$ cat src/logic/irr_cfg.svh
// constants for the interrupt request recognizer
`ifndef IRR_CFG_SVH
`define IRR_CFG_SVH

// number of request levels and their width
`define IRR_LVL_W 3
`define IRR_NUM_PINS 7
// level encodings
`define IRR_LVL_NONE 3'h0
`define IRR_LVL_NMI 3'h7
`define IRR_MASK_MAX 3'h7
// reset values
`define IRR_PEND_RST 3'h0
`define IRR_FLAG_RST 1'h0
// samples a pin must be seen asserted before it is valid
`define IRR_HYST_CYCLES 2

`endif

$ cat src/logic/irr_pkg.sv
// types shared by the interrupt request recognizer
`include "irr_cfg.svh"
package irr_pkg;
    typedef logic [`IRR_LVL_W-1:0] irr_level_t;
    typedef enum logic {IRR_IDLE, IRR_ACK} irr_ack_state_t;
endpackage : irr_pkg

$ cat src/logic/irr_nmi_detect.sv
// edge and mask-drop detector for the non-maskable level
`timescale 1ns/10ps
`default_nettype none
`include "irr_cfg.svh"
module irr_nmi_detect
    import irr_pkg::*;
(
    // clock and reset
    input wire logic clk,
    input wire logic rst_n,
    // filtered level 7 request and current mask
    input wire logic level_on,
    input wire irr_level_t mask,
    // acknowledge taken at level 7
    input wire logic take,
    output logic nmi_pend
);
    logic level_d_reg;
    irr_level_t mask_d_reg;
    logic nmi_reg;
    logic set_w;

    always_ff @(posedge clk or negedge rst_n) begin
        if (!rst_n) begin
            level_d_reg <= `IRR_FLAG_RST;
            mask_d_reg <= `IRR_MASK_MAX;
        end else begin
            level_d_reg <= level_on;
            mask_d_reg <= mask;
        end
    end

    // new assertion or mask leaving 7
    assign set_w = (level_on && !level_d_reg)
        || (level_on && mask_d_reg == `IRR_MASK_MAX && mask != `IRR_MASK_MAX);

    // set beats a same-cycle acknowledge
    always_ff @(posedge clk or negedge rst_n) begin
        if (!rst_n) begin
            nmi_reg <= `IRR_FLAG_RST;
        end else if (set_w) begin
            nmi_reg <= 1'h1;
        end else if (take) begin
            nmi_reg <= 1'h0;
        end
    end

    assign nmi_pend = nmi_reg;
endmodule : irr_nmi_detect
`default_nettype wire

$ cat src/logic/irr_pin_filter.sv
// request pin synchroniser with hysteresis, sampled on falling edges
`timescale 1ns/10ps
`default_nettype none
`include "irr_cfg.svh"
module irr_pin_filter
    import irr_pkg::*;
(
    // clock and reset
    input wire logic clk,
    input wire logic rst_n,
    // pin and result
    input wire logic pin_n,
    output logic req_valid
);
    logic meta_reg;
    logic sync_reg;
    logic [`IRR_HYST_CYCLES-1:0] hist_reg;

    // two stages before anything looks at the pin
    always_ff @(negedge clk or negedge rst_n) begin
        if (!rst_n) begin
            meta_reg <= 1'h1;
            sync_reg <= 1'h1;
        end else begin
            meta_reg <= pin_n;
            sync_reg <= meta_reg;
        end
    end

    always_ff @(negedge clk or negedge rst_n) begin
        if (!rst_n) begin
            hist_reg <= '0;
        end else begin
            hist_reg <= {hist_reg[`IRR_HYST_CYCLES-2:0], ~sync_reg};
        end
    end

    assign req_valid = &hist_reg;
endmodule : irr_pin_filter
`default_nettype wire

$ cat src/logic/irr_top.sv
// interrupt request recognizer: pin and periodic timer requests to the core
`timescale 1ns/10ps
`default_nettype none
`include "irr_cfg.svh"
module irr_top
    import irr_pkg::*;
(
    // clock and reset
    input wire logic CLK,
    input wire logic RST_N,
    // external request pins, active low, index is the level
    input wire logic [`IRR_NUM_PINS:1] REQ_PIN_N,
    // periodic timer, same clock domain
    input wire logic PERIODIC_TIMER_REQ,
    input wire irr_level_t PERIODIC_LEVEL_FIELD,
    output logic TIMER_ACK,
    // core side
    input wire irr_level_t PRIORITY_MASK,
    input wire logic INSTR_BOUNDARY,
    input wire logic IACK_DONE,
    output irr_level_t PENDING_LEVEL,
    output logic PENDING_FROM_TIMER,
    output logic NMI_PENDING,
    // acknowledge cycle
    output logic IACK_CYCLE,
    output irr_level_t IACK_LEVEL,
    output logic IACK_FROM_TIMER
);
    logic [`IRR_NUM_PINS:1] pin_valid;
    logic nmi_pend_w;
    logic nmi_take_w;
    logic tmr_on_w;
    logic [`IRR_NUM_PINS:1] lvl_req_w;
    irr_level_t best_w;
    logic best_timer_w;
    logic start_w;
    irr_ack_state_t state_reg;
    irr_ack_state_t state_next;
    irr_level_t pend_level_reg;
    logic pend_timer_reg;
    logic iack_cycle_reg;
    irr_level_t iack_level_reg;
    logic iack_timer_reg;
    logic timer_ack_reg;

    // one filter per pin, index is level
    genvar g;
    generate
        for (g = 1; g <= `IRR_NUM_PINS; g++) begin : g_pin
            irr_pin_filter u_filt (
                .clk(CLK),
                .rst_n(RST_N),
                .pin_n(REQ_PIN_N[g]),
                .req_valid(pin_valid[g])
            );
        end
    endgenerate

    // level 7 through the edge detector
    irr_nmi_detect u_nmi (
        .clk(CLK),
        .rst_n(RST_N),
        .level_on(pin_valid[`IRR_NUM_PINS]),
        .mask(PRIORITY_MASK),
        .take(nmi_take_w),
        .nmi_pend(nmi_pend_w)
    );

    // zero level field turns the timer off
    assign tmr_on_w = PERIODIC_TIMER_REQ && (PERIODIC_LEVEL_FIELD != `IRR_LVL_NONE);

    // pins and timer merged into one request set
    always_comb begin
        lvl_req_w = {nmi_pend_w, pin_valid[`IRR_NUM_PINS-1:1]};
        if (tmr_on_w) begin
            lvl_req_w[PERIODIC_LEVEL_FIELD] = 1'h1;
        end
    end

    // only levels above the mask count, and level 7 at any mask
    always_comb begin
        best_w = `IRR_LVL_NONE;
        for (int l = 1; l <= `IRR_NUM_PINS; l++) begin
            if (lvl_req_w[l] && (3'(l) > PRIORITY_MASK || 3'(l) == `IRR_LVL_NMI)) begin
                best_w = 3'(l);
            end
        end
    end

    // timer takes a tie at the winning level
    assign best_timer_w = tmr_on_w && (best_w != `IRR_LVL_NONE)
        && (PERIODIC_LEVEL_FIELD == best_w);

    always_ff @(posedge CLK or negedge RST_N) begin
        if (!RST_N) begin
            pend_level_reg <= `IRR_PEND_RST;
            pend_timer_reg <= `IRR_FLAG_RST;
        end else begin
            pend_level_reg <= best_w;
            pend_timer_reg <= best_timer_w;
        end
    end

    // service opens only at a boundary
    assign start_w = (state_reg == IRR_IDLE) && INSTR_BOUNDARY
        && (pend_level_reg != `IRR_LVL_NONE);

    // a pin tied with the timer keeps its latch
    assign nmi_take_w = start_w && (pend_level_reg == `IRR_LVL_NMI) && !pend_timer_reg;

    always_comb begin
        state_next = state_reg;
        unique case (state_reg)
            IRR_IDLE: begin
                if (start_w) begin
                    state_next = IRR_ACK;
                end
            end
            IRR_ACK: begin
                if (IACK_DONE) begin
                    state_next = IRR_IDLE;
                end
            end
        endcase
    end

    always_ff @(posedge CLK or negedge RST_N) begin
        if (!RST_N) begin
            state_reg <= IRR_IDLE;
            iack_cycle_reg <= `IRR_FLAG_RST;
        end else begin
            state_reg <= state_next;
            iack_cycle_reg <= (state_next == IRR_ACK);
        end
    end

    // level held for the whole acknowledge
    // pins are not cleared here, requester drops them
    always_ff @(posedge CLK or negedge RST_N) begin
        if (!RST_N) begin
            iack_level_reg <= `IRR_PEND_RST;
            iack_timer_reg <= `IRR_FLAG_RST;
        end else if (start_w) begin
            iack_level_reg <= pend_level_reg;
            iack_timer_reg <= pend_timer_reg;
        end else if (state_reg == IRR_ACK && IACK_DONE) begin
            iack_level_reg <= `IRR_PEND_RST;
            iack_timer_reg <= `IRR_FLAG_RST;
        end
    end

    // timer has no pin to release, so it gets a pulse
    always_ff @(posedge CLK or negedge RST_N) begin
        if (!RST_N) begin
            timer_ack_reg <= `IRR_FLAG_RST;
        end else begin
            timer_ack_reg <= start_w && pend_timer_reg;
        end
    end

    assign PENDING_LEVEL = pend_level_reg;
    assign PENDING_FROM_TIMER = pend_timer_reg;
    assign NMI_PENDING = nmi_pend_w;
    assign IACK_CYCLE = iack_cycle_reg;
    assign IACK_LEVEL = iack_level_reg;
    assign IACK_FROM_TIMER = iack_timer_reg;
    assign TIMER_ACK = timer_ack_reg;
endmodule : irr_top
`default_nettype wire

$ cat config.mk
export PLATFORM = sky130hd
export DESIGN_NAME = irr_top
export DESIGN_NICKNAME = d
export VERILOG_FILES = /design/src/logic/irr_pkg.sv /design/src/logic/irr_nmi_detect.sv /design/src/logic/irr_pin_filter.sv /design/src/logic/irr_top.sv
export VERILOG_INCLUDE_DIRS = /design/src /design/src/logic
export SDC_FILE = /design/constraint.sdc
export NUM_CORES = 1
export LEC_CHECK = 0
export ABC_AREA = 1
export BUFFER_PORTS_ARGS = -buffer_cell sky130_fd_sc_hd__buf_2
export CAP_MARGIN = 5
export CORE_MARGIN = 1
export CORE_UTILIZATION = 57
export CTS_CLUSTER_DIAMETER = 120
export DETAILED_ROUTE_END_ITERATION = 8
export GPL_ROUTABILITY_DRIVEN = 0
export GPL_TIMING_DRIVEN = 0
export PLACE_DENSITY = 0.81
export SYNTH_ARGS = -nofsm -noshare
export SYNTH_HDL_FRONTEND = slang
export SYNTH_SLANG_ARGS = --single-unit
$ cat constraint.sdc
create_clock -name CLK -period 2 [get_ports CLK]
set_input_delay 0.1 -clock CLK [delete_from_list [all_inputs] [get_ports CLK]]
set_output_delay 0.1 -clock CLK [all_outputs]
set_load 0.02 [all_outputs]
# Word-level counts from Yosys, hierarchy flattened
# Index checks and enable logic that the tools add are counted.
# Widths: inputs -> output; s select.
dict set report word_totals {
  regBits 43
  inputBits 18
  output_inout_bits 11
  wordCells 104
}
dict set report op_classes {
  magnitude_cmp 8
  n_eq_ne 4
  n_mux 19
  n_bitwise 9
  n_reduce_logical 34
}
# cell count
set op_table {}
lappend op_table {{$logic_and 1x1->1} 19}
lappend op_table {{$mux 3} 6}
lappend op_table {{$reduce_and 2->1} 7}
lappend op_table {{$gt 3x3->1 const A} 3}
lappend op_table {{$reduce_bool 3->1} 3}
lappend op_table {{$mux 1} 8}
lappend op_table {{$not 1->1} 8}
lappend op_table {{$mux 7} 1}
lappend op_table {{$or 7x7->7} 1}
lappend op_table {{$eq 3x3->1 const B} 2}
lappend op_table {{$gt 2x3->1 const A} 2}
lappend op_table {{$lt 3x4->1 const B} 1}
lappend op_table {{$mux 2} 2}
lappend op_table {{$reduce_bool 2->1} 2}
lappend op_table {{$demux 1 s3} 1}
lappend op_table {{$eq 3x3->1} 1}
lappend op_table {{$ge 3x1->1 const B} 1}
lappend op_table {{$gt 1x3->1 const A} 1}
lappend op_table {{$ne 3x3->1 const B} 1}
lappend op_table {{$logic_not 1->1} 2}
lappend op_table {{$pmux 1 s2} 1}
lappend op_table {{$logic_or 1x1->1} 1}

# Logic depth before layout (Yosys ltp)
dict set report logic_depth {
  depth_word 17
  depth_mapped 14
  ltp_nobuf 14
}

# Cells and area by module
# A second synthesis with hierarchy kept.
dict set report hier_totals {
  cells_unflattened 158
  area_unflattened_um2 1601.5
}
# module instances cells_each area_per_inst_um2
set by_module_without_submodules {}
lappend by_module_without_submodules {irr_pin_filter 7 8 117.6}
lappend by_module_without_submodules {irr_top 1 87 605.6}
lappend by_module_without_submodules {irr_nmi_detect 1 15 172.7}

==> results.sh <==
export IMPL_yosysTopAreaCell="dfstp_2"
export IMPL_grt_usage_pct=19.4
export IMPL_worstPathArrival_ns=2.50
export IMPL_swShare_pct=32.6
export IMPL_worstHoldStart="INSTR_BOUNDARY"
export IMPL_io_pins=29
export IMPL_powerDensity_mw_per_mm2=987
export IMPL_start_util_pct=61.8
export IMPL_synth_top_area_share_pct=28.4
export IMPL_power_share_clock_pct=25.7
export IMPL_seqPwrFrac_pct=53.7
export IMPL_antennaDiodeCount=0
export IMPL_wl_per_cell_um=10.3
export IMPL_final_cell_mix="inv_1, nand2_1, buf_2"
export IMPL_switchingPower_mw=0.624
export IMPL_yosysSeqAreaShare_pct=69.8
export IMPL_ys_seq_elements=43
export IMPL_final_common_cell="inv_1"
export IMPL_area_delta_synth_final_pct=23.5
export IMPL_rsz0062_at_grt="yes"
export IMPL_crit_path_max_fanout=3
export IMPL_place_hpwl_um=1700
export IMPL_die_h_um=54.5
export IMPL_final_layout_size_suffix_gt1_share_pct=38.7
export IMPL_hold_class="primary input to flip-flop"
export IMPL_synth_warnings=0
export IMPL_first_iter_violations=6
export IMPL_synth_area_leaders="dfstp_2, dfrtn_1, dfrtp_1"
export IMPL_syn_area_mm2=0.00157
export IMPL_clock_latency_ns=0.39
export IMPL_drc=0
export IMPL_hold_viol_final=0
export IMPL_r2r_slack_ns=-0.26
export IMPL_tightestPinTransition_ns=0.623
export IMPL_reg2reg_depth=11
export IMPL_setup_violations=2
export IMPL_final_antenna_net_count=0
export IMPL_tns_ns=-0.419
export IMPL_critPathKind="flip-flop to flip-flop"
export IMPL_rr_endpoint="PENDING_FROM_TIMER$_DFF_PN0_"
export IMPL_whs_ns=0.0722
export IMPL_power_frac_comb_pct=20.6
export IMPL_portBuffers=28
export IMPL_netlist_cell_type_count=19
export IMPL_wl_um=2420
export IMPL_worst_slack_ns=-0.257
export IMPL_synth_avg_cell_area_um2=10.6
export IMPL_violations="negative setup slack"
export IMPL_power_internal_mw=1.29
export IMPL_clockRootBuffer="clkbuf_4"
export IMPL_die_w_um=54.5
export IMPL_vias=1150
export IMPL_largest_reg_flops=14
export IMPL_start_kind="flip-flop"
export IMPL_clkTransAtPathRegs_ns=0.12
export IMPL_pre_cts_ws_ns=-0.265
export IMPL_core_area_mm2=0.00254
export IMPL_fillCellCount=147
export IMPL_synthCells=149
export IMPL_whs_path_depth=3
export IMPL_cts_sinks=43
export IMPL_rows=18
export IMPL_fin_skew_ns=0.0609
export IMPL_drtPass1Iterations=4
export IMPL_cp_required_ns=2.25
export IMPL_finalPower_mw=1.92
export IMPL_die_area_mm2=0.00297
export IMPL_htree_levels=2
export IMPL_fin_nets=221
export IMPL_cts_made_buffers=5
export IMPL_grt_pass1_wl_um=3770
export IMPL_status="finished, violations left"
export IMPL_first_global_vias=990
export IMPL_r2r_start="g_pin[1].u_filt.hist_reg[0]$_DFF_NN0_"
export IMPL_drv_slew=0
export IMPL_vdd_drop_max_mv=0.816
export IMPL_cap_violations=0
export IMPL_grt_overflow_total=0
export IMPL_antenna_found_initial=0
export IMPL_leakagePower_nw=1.05
export IMPL_clockBufferDepth=2
export IMPL_via_per_inst=4.91
export IMPL_hold_path_end="IACK_LEVEL[2]$_DFFE_PN0P_"
export IMPL_synth_nets=167
export IMPL_grt_max_degree=44
export IMPL_slew_headroom_pct=58.1
export IMPL_end_kind="flip-flop"
export IMPL_cts_tree="done"
## logic make-up (layout without fill, tap and decap cells)
kind of cell | count (synthesis) | after routing | share of synthesized area [%]
simple gates | 66 | 66 | 18.9
flops | 43 | 43 | 69.8
buf+inv | 26 | 81 | 6.21
compound gates | 14 | 14 | 5.09
## worst max path at each step
stage                                          start                      endpoint  slack (ns)  cells past startpoint
5_1_grt        g_pin[6].u_filt.hist_reg[0]$_DFF_NN0_  PENDING_FROM_TIMER$_DFF_PN0_       -0.39                     11
2_1_floorplan  g_pin[5].u_filt.hist_reg[0]$_DFF_NN0_  PENDING_FROM_TIMER$_DFF_PN0_       -0.16                     11
3_3_place_gp   g_pin[5].u_filt.hist_reg[0]$_DFF_NN0_  PENDING_FROM_TIMER$_DFF_PN0_       -0.24                     11
4_1_cts        g_pin[5].u_filt.hist_reg[0]$_DFF_NN0_  PENDING_FROM_TIMER$_DFF_PN0_       -0.25                     12
3_5_place_dp   g_pin[5].u_filt.hist_reg[0]$_DFF_NN0_  PENDING_FROM_TIMER$_DFF_PN0_       -0.26                     12
6_report       g_pin[1].u_filt.hist_reg[0]$_DFF_NN0_  PENDING_FROM_TIMER$_DFF_PN0_       -0.26                     11
## routing by layer
metal	share of wire [%]	global-route usage (%)	wire length (µm)
met5	0	0	0
met4	1.4	9.83	35
met3	5.4	7.78	131
met2	53	36.8	1290
met1	40	17.3	958
## what timing repair did
| item | 4_1_cts | 5_1_grt |
|---|---|---|
| pin swaps | 8 | 6 |
| gates cloned | 0 | 0 |
| resized for setup | 5 | 8 |
| endpoints found under the hold margin | 16 | 0 |
| hold buffers | 5 | 0 |
| endpoints found under the setup margin | 2 | 18 |
| setup buffers | 0 | 1 |
## final cells by class
class,instances,area [µm²],area share [%]
multi-input combinational,80,402,20.7
timing repair buffer,34,204,10.5
inverter,25,93.8,4.83
sequential,43,1100,56.5
clock inverter,16,66.3,3.41
tap,30,37.5,1.93
clock buffer,6,41.3,2.13
## per-stage QoR
step / std cells / util, % / area [µm²]
after detailed placement: 207 / 68.8 / 1750
after floorplan: 149 / - / 1570
after global routing: 234 / 76.3 / 1940
after CTS: 233 / 75.3 / 1920
after global placement: 207 / 68.8 / 1750
final: 234 / 76.3 / 1940
## synth_stat cells
library cell	instances
dfrtp_1	12
nor2_1	11
a31o_2	1
nand4_1	2
o21ai_0	7
o31ai_1	1
nand2_1	33
inv_2	2
nor4_1	1
nand2_2	7
inv_1	24
nor2_2	3
dfstp_2	17
nand2_4	1
o21ai_1	1
a21oi_1	3
dfrtn_1	14
nand3_1	8
a21oi_2	1
## power by group through the flow
stage | logic, mW | registers [mW] | clock network, mW
detailed placement | 0.355 | 1.05 | 0.0460
global placement | 0.345 | 1.04 | 0.0460
CTS | 0.370 | 1.03 | 0.516
finish | 0.395 | 1.03 | 0.492
global route | 0.440 | 1.04 | 0.567
floorplan | 0.153 | 1.11 | 0.0460
## worst max-delay path, stage by stage (launching register included)
cell	delay [ns]
dfrtn_1	0.42
nand2_1	0.05
a21oi_1	0.13
nand2_1	0.07
nand2_1	0.05
nand2_1	0.04
nand2_1	0.06
nand2_2	0.08
nand2_2	0.09
nand2_2	0.05
nand3_1	0.08
nor2_1	0.05
Note: power is estimated with default switching activity, not from simulation.
